**config.mk**
```make
export PLATFORM = sky130hd
export DESIGN_NAME = dms_diag_select
export DESIGN_NICKNAME = d
export VERILOG_FILES = /design/src/logic/dms_pkg.sv /design/src/logic/dms_diag_select.sv
export SDC_FILE = /design/constraint.sdc
export NUM_CORES = 1
export LEC_CHECK = 0
export BUFFER_PORTS_ARGS = -buffer_cell sky130_fd_sc_hd__buf_4
export CAP_MARGIN = 20
export CORE_ASPECT_RATIO = 1.75
export CORE_MARGIN = 4
export CORE_UTILIZATION = 55
export CTS_BUF_LIST = sky130_fd_sc_hd__clkbuf_8
export DETAILED_ROUTE_END_ITERATION = 6
export GPL_TIMING_DRIVEN = 0
export PLACE_DENSITY = 0.86
export SLEW_MARGIN = 20
export SYNTH_ARGS = -nofsm -noshare
export SYNTH_HDL_FRONTEND = slang
export SYNTH_SLANG_ARGS = --single-unit
```
**constraint.sdc**
```tcl
create_clock -name clk -period 2.2 [get_ports clk]
set_clock_uncertainty 0.05 [all_clocks]
set_input_delay 0.33 -clock clk [delete_from_list [all_inputs] [get_ports clk]]
set_output_delay 0.33 -clock clk [all_outputs]
set_load 0.005 [all_outputs]
```
**src/logic/dms_pkg.sv**
```systemverilog
// Package of the diagnostic measurement select block: register map, field
// positions, selector codes, timing counts and carrier types.
// Assumes a 40 MHz control clock and an APB master with 32-bit data.
package dms_pkg;

   // Clock and timing
   localparam int CLK_HZ = 40_000_000;
   localparam int SETTLE_NS = 39_000;
   localparam int SETTLE_CYC = (SETTLE_NS * (CLK_HZ / 1_000_000) + 999) / 1000;
   localparam int MON_NS = 1_000_000;
   localparam int MON_CYC = (MON_NS / 1000) * (CLK_HZ / 1_000_000);

   // Sizes
   localparam int NUM_CELLS = 14;
   localparam int RES_W = 14;
   localparam int THR_W = 10;

   // Register byte offsets
   localparam logic [11:0] OFS_DIAG_CFG = 12'h000;
   localparam logic [11:0] OFS_SCAN_CFG = 12'h004;
   localparam logic [11:0] OFS_RESULT_ONE = 12'h008;
   localparam logic [11:0] OFS_RESULT_TWO = 12'h00C;
   localparam logic [11:0] OFS_FAULT_ONE = 12'h010;
   localparam logic [11:0] OFS_FAULT_TWO = 12'h014;
   localparam logic [11:0] OFS_BSW_ALERT = 12'h018;
   localparam logic [11:0] OFS_COV_ALERT = 12'h01C;
   localparam logic [11:0] OFS_OPEN_THR = 12'h020;
   localparam logic [11:0] OFS_TEST_CUR = 12'h024;
   localparam logic [11:0] OFS_BIPOLAR = 12'h028;
   localparam logic [11:0] OFS_TEMP_THR = 12'h02C;

   // Field positions of diagnostic_configuration
   localparam int CFG_SEL1_LSB = 0;
   localparam int CFG_SEL2_LSB = 4;
   localparam int CFG_OPEN_BIT = 8;
   localparam int CFG_TCL_LSB = 9;
   localparam int CFG_CAL_BIT = 12;
   localparam int CFG_W = 13;
   // Result field position, fault status bit positions
   localparam int RES_LSB = 2;
   localparam int FS1_BSW_SUM = 0;
   localparam int FS2_TEMP = 0;
   localparam int FS2_SHDN = 1;

   // Reset values
   localparam logic [CFG_W-1:0] CFG_RST = 13'h0000;
   localparam logic [2:0] SCAN_RST = 3'h0;
   localparam logic [THR_W-1:0] OPEN_THR_RST = 10'h0000;
   localparam logic [RES_W-1:0] TEMP_THR_RST = 14'h3FFF;

   // Diagnostic selector codes
   localparam logic [3:0] SEL_NONE = 4'h0;
   localparam logic [3:0] SEL_DIE_TEMP = 4'h1;
   localparam logic [3:0] SEL_LAST = 4'hC;

   // Scan configuration codes
   localparam logic [2:0] SCAN_COMP = 3'h2;
   localparam logic [2:0] SCAN_BSW_FIRST = 3'h4;

   // Sequencer states
   typedef enum logic [2:0] {
      ST_IDLE = 3'b001,
      ST_WAIT = 3'b010,
      ST_CONV = 3'b100
   } dms_state_t;

   // ADC answer to a diagnostic conversion
   typedef struct packed {
      logic valid;
      logic [RES_W-1:0] code;
   } dms_adc_t;

   // End of a balancing-switch scan with per-switch fault flags
   typedef struct packed {
      logic done;
      logic [NUM_CELLS-1:0] fault;
   } dms_scan_t;

   // One comparator cell measurement
   typedef struct packed {
      logic strobe;
      logic [3:0] idx;
      logic [THR_W-1:0] code;
   } dms_cell_t;

endpackage

```
**src/logic/dms_diag_select.sv**
```systemverilog
// Diagnostic measurement select: two selector slots, result registers,
// balancing-switch and open-wire alerts, die-temperature monitor, APB slave.
// Assumes analog mux, ADC and comparator engine on the same 40 MHz clock.
`timescale 1ns/1ps

// What this block does
// - Selector 1 converts die temperature; result into bits 15:2 of own slot.
// - Selectors 4, 5, 6 run comparator, gain and offset checks into slot result.
// - Selector 7 runs DAC three-quarter-scale check, expected code 1772.
// - Selector 8 runs DAC one-quarter-scale check, expected code 591.
// - Selector 9 reports thermistor-biased calibration offset error.
// - Selector A does a zero-scale ADC conversion into slot result.
// - Selector B does a full-scale ADC conversion into slot result.
// - Selector C measures level-shift amplifier offset into slot result.
// - Scan configs 4 to 7 fill per-switch alerts and the fault summary bit.
// - Open-wire scan flags each cell measured below the open-wire threshold.
// - Bipolar cells are skipped in open-wire scan, never flagged.
// - Device shuts down when die temperature passes 145 degrees Celsius.
// - Die-temperature conversion waits 39 us from start of measurement cycle.
// - Die temperature checked against alert threshold every 1 ms.
// - Periodic die-temperature monitor pauses while either selector holds 1.
// - Selector 2 converts reference against analog supply into slot result.
// - Selector 3 converts alternate reference against primary reference.
module dms_diag_select #(
   parameter int MON_CYCLES = dms_pkg::MON_CYC,
   parameter logic [dms_pkg::RES_W-1:0] SHDN_CODE = 14'h3000
) (
   input wire logic clk,
   input wire logic nrst,
   input wire logic psel,
   input wire logic penable,
   input wire logic pwrite,
   input wire logic [11:0] paddr,
   input wire logic [31:0] pwdata,
   output logic [31:0] prdata,
   output logic pready,
   output logic pslverr,
   input wire logic acq_start,
   input wire dms_pkg::dms_adc_t adc_in,
   input wire logic [dms_pkg::RES_W-1:0] die_temp_code,
   input wire dms_pkg::dms_scan_t scan_in,
   input wire dms_pkg::dms_cell_t cell_in,
   output logic conv_req,
   output logic [3:0] conv_sel,
   output logic thermal_shutdown,
   output logic [dms_pkg::NUM_CELLS-1:0] test_current_enable,
   output logic [2:0] test_current_level,
   output logic adc_calibration_enable,
   output logic [2:0] scan_config,
   output logic open_diag_active
);
   import dms_pkg::*;

   localparam int MW = $clog2(MON_CYCLES);

   // Selector codes 1 to C start a conversion; others are ignored
   function automatic logic sel_valid(input logic [3:0] s);
      sel_valid = (s != SEL_NONE) && (s <= SEL_LAST);
   endfunction

   // Register state
   logic [CFG_W-1:0] diag_cfg, next_diag_cfg;
   logic [2:0] next_scan_config;
   logic fs1_sum, next_fs1_sum;
   logic [1:0] fs2, next_fs2;
   logic [NUM_CELLS-1:0] bsw_alert, next_bsw_alert;
   logic [NUM_CELLS-1:0] cov_alert, next_cov_alert;
   logic [THR_W-1:0] open_thr, next_open_thr;
   logic [NUM_CELLS-1:0] next_tce, bipolar, next_bipolar;
   logic [RES_W-1:0] temp_thr, next_temp_thr;
   logic [31:0] next_prdata;
   logic next_pready, next_pslverr;
   // Sequencer state
   dms_state_t state, next_state;
   logic slot, next_slot, pend1, next_pend1, pend2, next_pend2;
   logic [3:0] sel1, next_sel1, sel2, next_sel2;
   logic [10:0] elapsed, next_elapsed;
   logic [15:0] result_one, next_result_one, result_two, next_result_two;
   logic next_conv_req;
   logic [3:0] next_conv_sel;
   // Monitor state
   logic [MW-1:0] mon_cnt, next_mon_cnt;
   logic temp_event, next_temp_event, next_shutdown;

   logic access, wr, suspend, settled, cell_hit, bsw_scan;
   logic [3:0] cur_sel;

   assign access = psel && penable && !pready;
   assign wr = access && pwrite;
   assign suspend = (diag_cfg[CFG_SEL1_LSB+:4] == SEL_DIE_TEMP)
                    || (diag_cfg[CFG_SEL2_LSB+:4] == SEL_DIE_TEMP);
   assign settled = (elapsed == 11'(SETTLE_CYC));
   assign cur_sel = slot ? sel2 : sel1;
   // Open-wire hit: comparator scan, select set, below threshold, unipolar only
   assign cell_hit = cell_in.strobe && (scan_config == SCAN_COMP)
                     && diag_cfg[CFG_OPEN_BIT] && (cell_in.idx < 4'(NUM_CELLS))
                     && (cell_in.code < open_thr)
                     && !bipolar[cell_in.idx];
   assign bsw_scan = scan_in.done && (scan_config >= SCAN_BSW_FIRST);

   // Bus answer and register writes; hardware sets win over W1C clears
   always_comb begin
      next_pready = access;
      next_pslverr = 1'b0;
      next_prdata = 32'h0000_0000;
      next_diag_cfg = diag_cfg;
      next_scan_config = scan_config;
      next_open_thr = open_thr;
      next_tce = test_current_enable;
      next_bipolar = bipolar;
      next_temp_thr = temp_thr;
      next_fs1_sum = fs1_sum;
      next_fs2 = fs2;
      next_bsw_alert = bsw_alert;
      next_cov_alert = cov_alert;
      if (access) begin
         case (paddr)
            OFS_DIAG_CFG: begin
               next_prdata = 32'(diag_cfg);
               if (wr) next_diag_cfg = pwdata[CFG_W-1:0];
            end
            OFS_SCAN_CFG: begin
               next_prdata = 32'(scan_config);
               if (wr) next_scan_config = pwdata[2:0];
            end
            OFS_RESULT_ONE: next_prdata = 32'(result_one);
            OFS_RESULT_TWO: next_prdata = 32'(result_two);
            OFS_FAULT_ONE: begin
               next_prdata = 32'(fs1_sum);
               if (wr && pwdata[FS1_BSW_SUM]) next_fs1_sum = 1'b0;
            end
            OFS_FAULT_TWO: begin
               next_prdata = 32'(fs2);
               if (wr) next_fs2 = fs2 & ~pwdata[1:0];
            end
            OFS_BSW_ALERT: begin
               next_prdata = 32'(bsw_alert);
               if (wr) next_bsw_alert = bsw_alert & ~pwdata[NUM_CELLS-1:0];
            end
            OFS_COV_ALERT: begin
               next_prdata = 32'(cov_alert);
               if (wr) next_cov_alert = cov_alert & ~pwdata[NUM_CELLS-1:0];
            end
            OFS_OPEN_THR: begin
               next_prdata = 32'(open_thr);
               if (wr) next_open_thr = pwdata[THR_W-1:0];
            end
            OFS_TEST_CUR: begin
               next_prdata = 32'(test_current_enable);
               if (wr) next_tce = pwdata[NUM_CELLS-1:0];
            end
            OFS_BIPOLAR: begin
               next_prdata = 32'(bipolar);
               if (wr) next_bipolar = pwdata[NUM_CELLS-1:0];
            end
            OFS_TEMP_THR: begin
               next_prdata = 32'(temp_thr);
               if (wr) next_temp_thr = pwdata[RES_W-1:0];
            end
            default: next_pslverr = 1'b1;
         endcase
      end
      // Hardware event sets, applied after clears so a set wins
      if (bsw_scan) begin
         next_bsw_alert = next_bsw_alert | scan_in.fault;
         if (|scan_in.fault) next_fs1_sum = 1'b1;
      end
      if (cell_hit) next_cov_alert[cell_in.idx] = 1'b1;
      if (temp_event) next_fs2[FS2_TEMP] = 1'b1;
      if (thermal_shutdown) next_fs2[FS2_SHDN] = 1'b1;
   end

   always_ff @(posedge clk) begin
      if (!nrst) begin
         prdata <= 32'h0000_0000;
         pready <= 1'b0;
         pslverr <= 1'b0;
         diag_cfg <= CFG_RST;
         scan_config <= SCAN_RST;
         open_thr <= OPEN_THR_RST;
         test_current_enable <= '0;
         bipolar <= '0;
         temp_thr <= TEMP_THR_RST;
         fs1_sum <= 1'b0;
         fs2 <= 2'b00;
         bsw_alert <= '0;
         cov_alert <= '0;
         test_current_level <= 3'h0;
         adc_calibration_enable <= 1'b0;
         open_diag_active <= 1'b0;
      end else begin
         prdata <= next_prdata;
         pready <= next_pready;
         pslverr <= next_pslverr;
         diag_cfg <= next_diag_cfg;
         scan_config <= next_scan_config;
         open_thr <= next_open_thr;
         test_current_enable <= next_tce;
         bipolar <= next_bipolar;
         temp_thr <= next_temp_thr;
         fs1_sum <= next_fs1_sum;
         fs2 <= next_fs2;
         bsw_alert <= next_bsw_alert;
         cov_alert <= next_cov_alert;
         test_current_level <= next_diag_cfg[CFG_TCL_LSB+:3];
         adc_calibration_enable <= next_diag_cfg[CFG_CAL_BIT];
         open_diag_active <= next_diag_cfg[CFG_OPEN_BIT]
                             && (next_scan_config == SCAN_COMP);
      end
   end

   // Slot sequencer: one conversion per slot holding a code 1 to C per acquisition cycle
   always_comb begin
      next_state = state;
      next_slot = slot;
      next_pend1 = pend1;
      next_pend2 = pend2;
      next_sel1 = sel1;
      next_sel2 = sel2;
      next_result_one = result_one;
      next_result_two = result_two;
      next_conv_req = conv_req;
      next_conv_sel = conv_sel;
      next_elapsed = settled ? elapsed : elapsed + 11'd1;
      if (acq_start) begin
         // New cycle: latch both selectors, restart the settle timer
         next_sel1 = diag_cfg[CFG_SEL1_LSB+:4];
         next_sel2 = diag_cfg[CFG_SEL2_LSB+:4];
         next_pend1 = sel_valid(diag_cfg[CFG_SEL1_LSB+:4]);
         next_pend2 = sel_valid(diag_cfg[CFG_SEL2_LSB+:4]);
         next_elapsed = 11'd0;
         next_conv_req = 1'b0;
         next_state = ST_IDLE;
      end else begin
         case (state)
            ST_IDLE: begin
               if (pend1 || pend2) begin
                  next_slot = !pend1;
                  next_state = ST_WAIT;
               end
            end
            ST_WAIT: begin
               // Die temperature holds off until the settle time is over
               if (cur_sel != SEL_DIE_TEMP || settled) begin
                  next_conv_req = 1'b1;
                  // Code goes to the mux unchanged: 1 temp, 2 supply, 3 alt ref,
                  // 4-6 checks, 7/8 DAC, 9 thermistor, A/B ADC, C amplifier
                  next_conv_sel = cur_sel;
                  next_state = ST_CONV;
               end
            end
            ST_CONV: begin
               if (adc_in.valid) begin
                  next_conv_req = 1'b0;
                  next_state = ST_IDLE;
                  if (slot) begin
                     next_result_two = {adc_in.code, 2'b00};
                     next_pend2 = 1'b0;
                  end else begin
                     next_result_one = {adc_in.code, 2'b00};
                     next_pend1 = 1'b0;
                  end
               end
            end
            default: begin
               next_state = ST_IDLE;
               next_conv_req = 1'b0;
            end
         endcase
      end
   end

   always_ff @(posedge clk) begin
      if (!nrst) begin
         state <= ST_IDLE;
         slot <= 1'b0;
         pend1 <= 1'b0;
         pend2 <= 1'b0;
         sel1 <= SEL_NONE;
         sel2 <= SEL_NONE;
         elapsed <= 11'(SETTLE_CYC);
         result_one <= 16'h0000;
         result_two <= 16'h0000;
         conv_req <= 1'b0;
         conv_sel <= SEL_NONE;
      end else begin
         state <= next_state;
         slot <= next_slot;
         pend1 <= next_pend1;
         pend2 <= next_pend2;
         sel1 <= next_sel1;
         sel2 <= next_sel2;
         elapsed <= next_elapsed;
         result_one <= next_result_one;
         result_two <= next_result_two;
         conv_req <= next_conv_req;
         conv_sel <= next_conv_sel;
      end
   end

   // 1 ms die-temperature monitor with latched thermal shutdown
   always_comb begin
      next_temp_event = 1'b0;
      next_shutdown = thermal_shutdown;
      next_mon_cnt = mon_cnt + MW'(1);
      if (mon_cnt == MW'(MON_CYCLES - 1)) begin
         next_mon_cnt = '0;
         if (!suspend) begin
            next_temp_event = (die_temp_code > temp_thr);
            if (die_temp_code > SHDN_CODE) next_shutdown = 1'b1;
         end
      end
   end

   always_ff @(posedge clk) begin
      if (!nrst) begin
         mon_cnt <= '0;
         temp_event <= 1'b0;
         thermal_shutdown <= 1'b0;
      end else begin
         mon_cnt <= next_mon_cnt;
         temp_event <= next_temp_event;
         thermal_shutdown <= next_shutdown;
      end
   end

endmodule

```
==> impl_metrics.toml <==
[run_status]
status = "finished clean"

[cts]
htreeDepth = 4
clk-insertion-delay-late_ps = 490
clk_pin_slew_ps = 100
clock-root-buffer = "clkbuf_8"
cts_made_buffers = 17
cts_buffer_depth = 2
cts_hold_buf = 0
cts.sinks = 194
cts_tree = "done"

[logic_synthesis]
yosys.cell_count.top_type = "dfxtp_1"
netlist_area_mm2 = 0.009369
synthCells = 1102
netlist_top_cells_area = "dfxtp_1 (41%), mux2i_1 (8.8%), nand2_1 (6.7%)"
synth-seq-cells = 194
synth.cells.most_frequent = "dfxtp_1 (194), nand2_1 (167), nor2_1 (110)"
yosysUniqueCellTypes = 65
ys_warn_count = 0
synth_ff_type = "dfxtp_1"
synth_edf_count = 0
synth_compound_area_share_pct = 14.54
synth.mux.area_fraction_pct = 10.80
synth_top_family_by_area = "simple AND/OR/NAND/NOR gates"
synth_area_per_cell_um2 = 8.502
post-synth-top-area-fraction_pct = 41.45
synth_fa_ha_area_share_pct = 3.472
seq_area_frac_synth_pct = 41.45
synth_largest_area_cell = "dfxtp_1"
async_reset_ff_share_pct = 0
synthSimpleGateAreaFrac_pct = 21.77
synthXorXnorAreaFrac_pct = 2.244

[critical_path]
max_stage_delay_ps = 440
crit_path_frequent_cell = "buf_2"
critPathCaptureType = "flop"
cp.required_ps = 2520
crit_fanout = 10
path_class = "in2reg"
cp_slowest_cell = "buf_2"
start_kind = "input pin"
crit_chain = "buf_4 -> buf_2 -> buf_2 -> clkbuf_4 -> mux2i_1 -> o21ai_0 -> a2bb2oi_1 -> a31oi_1"
worstPathArrival_ps = 2480

[drt]
drc_errors = 0
post_drt_wl_per_cell_um = 22.20
final_antenna_net_count = 0
totalWireLength_um = 33490
drtPass1Iterations = 6
drt_iter0_drc = 577
num_vias = 9070
via_per_inst = 6.011

[placed_design]
place_hpwl_um = 26060
detailedPlace.worstSlack_ps = -561.3
gp_congestion = 1.019
dp_cells = 1474
portBuffers = 132
placed_cell_area_mm2 = 0.01071

[cells_and_area]
fin_cells = 1509
syn_to_final_growth_pct = 19.38
drive_above_1_share_pct = 18.60
fin_util_pct = 67.37
design_area_mm2 = 0.01118
nets = 1407
antennaDiodeCount = 0
filler_cell_count = 1410

[global_routing]
grt_util_all_layers_pct = 34.40
grt_pass1_vias = 9184
grt_pass1_wl_um = 50200
grt_util_met2_pct = 60.30
met3_usage_pct = 6.597
grt_max_degree = 19
met1_usage_pct = 34.17
grt_overflow = 0
grt_antenna_before_repair = 0
top_usage_layer = "met2"

[power]
power_density_mw_per_mm2 = 572.2
comb_power_share_pct = 9.2
ir_drop_mv = 0.4284
switchingPower_mw = 1.773
finalPower_mw = 6.400
pwr-share-clk_pct = 35.5
p_leak_nw = 4.430
power_frac_seq_pct = 55.2
swShare_pct = 27.70
p_int_mw = 4.627

[sta]
final-setup-viol-count = 0
relSlewSlack_pct = 43.68
layout_min_cycle_time_ps = 2159
fmax_ghz = 0.4632
hold_violations = 0
rsz0062_at_grt = "yes"
hold-worst-slack_ps = 29.13
final.setup.worst_slack_ps = 41.08
worstMarginPinSlew_ps = 844.8
setup_tns_ps = 0
post-route-period-util_pct = 98.13
drv_slew = 0

[floorplan]
die_h_um = 180.7
start_util_pct = 56.44
io_pins = 171
die_area_mm2 = 0.01927
core_mm2 = 0.01660
num_rows = 62
die_x_um = 106.7

[run]
max_cap_viol_count = 0

[min_path]
holdCritPathClass = "in2reg"
[worst max-delay path, delay by kind of cell]
family / cells / cell delay (ps)
buffers and inverters: 4 / 1320
muxes: 1 / 310
AOI/OAI and AO/OA: 3 / 500
[cell usage in the layout, fill, tap and decap left out, types with 13 or more instances in the layout]
master / instances
nor3_1: 28
conb_1: 16
a311oi_1: 14
a21oi_1: 75
buf_4: 158
dfxtp_1: 194
buf_2: 13
inv_1: 37
mux2i_1: 82
nand4_1: 16
nor2_1: 107
clkbuf_1: 33
xnor2_1: 16
nand2_1: 167
ha_1: 26
clkbuf_8: 19
a21o_1: 14
o211ai_1: 18
nand3_1: 39
o21ai_0: 34
[cells by family after synthesis]
group | after synthesis
other | 1
buffers and inverters | 118
multiplexers | 93
AND/OR/NAND/NOR | 433
adder cells (fa/ha/maj) | 26
XOR/XNOR | 24
AO/OA/AOI/OAI | 213
flip-flops | 194
[flip-flops by register name, indices dropped and copies added, names as in the netlist, 4 cells and up]
name / cells
sel2: 4
mon_cnt: 16
bsw_alert: 14
prdata: 16
elapsed: 11
sel1: 4
test_current_enable: 14
bipolar: 14
result_one: 14
result_two: 14
conv_sel: 4
cov_alert: 14
open_thr: 10
diag_cfg: 10
temp_thr: 14
[metal layers]
| layer | wire length, um | share of wire [%] |
|---|---|---|
| met5 | 0 | 0 |
| met4 | 3214 | 9.6 |
| met3 | 2207 | 6.6 |
| met2 | 16810 | 50 |
| met1 | 11260 | 34 |
[area by class of cell]
type	count	area, um2	area share [%]
multi-input cells	805	5067	45.31
plain buffers	78	395.4	3.535
well taps	224	280.3	2.506
repair buffers	138	1036	9.263
flip-flops and latches	194	3884	34.72
clock inverters	13	117.6	1.052
inverters	38	142.6	1.275
clock buffers	19	261.5	2.338
[power groups by stage]
stage / Combinational [mW] / Sequential (mW) / Clock, mW
global route: 0.618 / 3.54 / 2.41
detailed placement: 0.560 / 3.62 / 0
floorplan: 0.251 / 3.61 / 0
global placement: 0.555 / 3.62 / 0
CTS: 0.565 / 3.54 / 2.28
finish: 0.589 / 3.54 / 2.28
[final timing paths]
path              startpoint             to  slack, ps  cells after the start
setup / recovery    paddr[2]      prdata[6]         40                      8
hold reg to reg   temp_event         fs2[0]        390                      2
hold / removal     adc_in[2]  result_two[4]         30                      3
setup reg to reg  mon_cnt[0]     temp_event         50                      6
[timing repair]
item / in CTS / in global routing
gates resized for setup: 8 / 13
pin swaps: 1 / 1
buffers inserted: 0 / 5
endpoints found under the setup margin: 27 / 103
(Power assumes the default switching activity.)
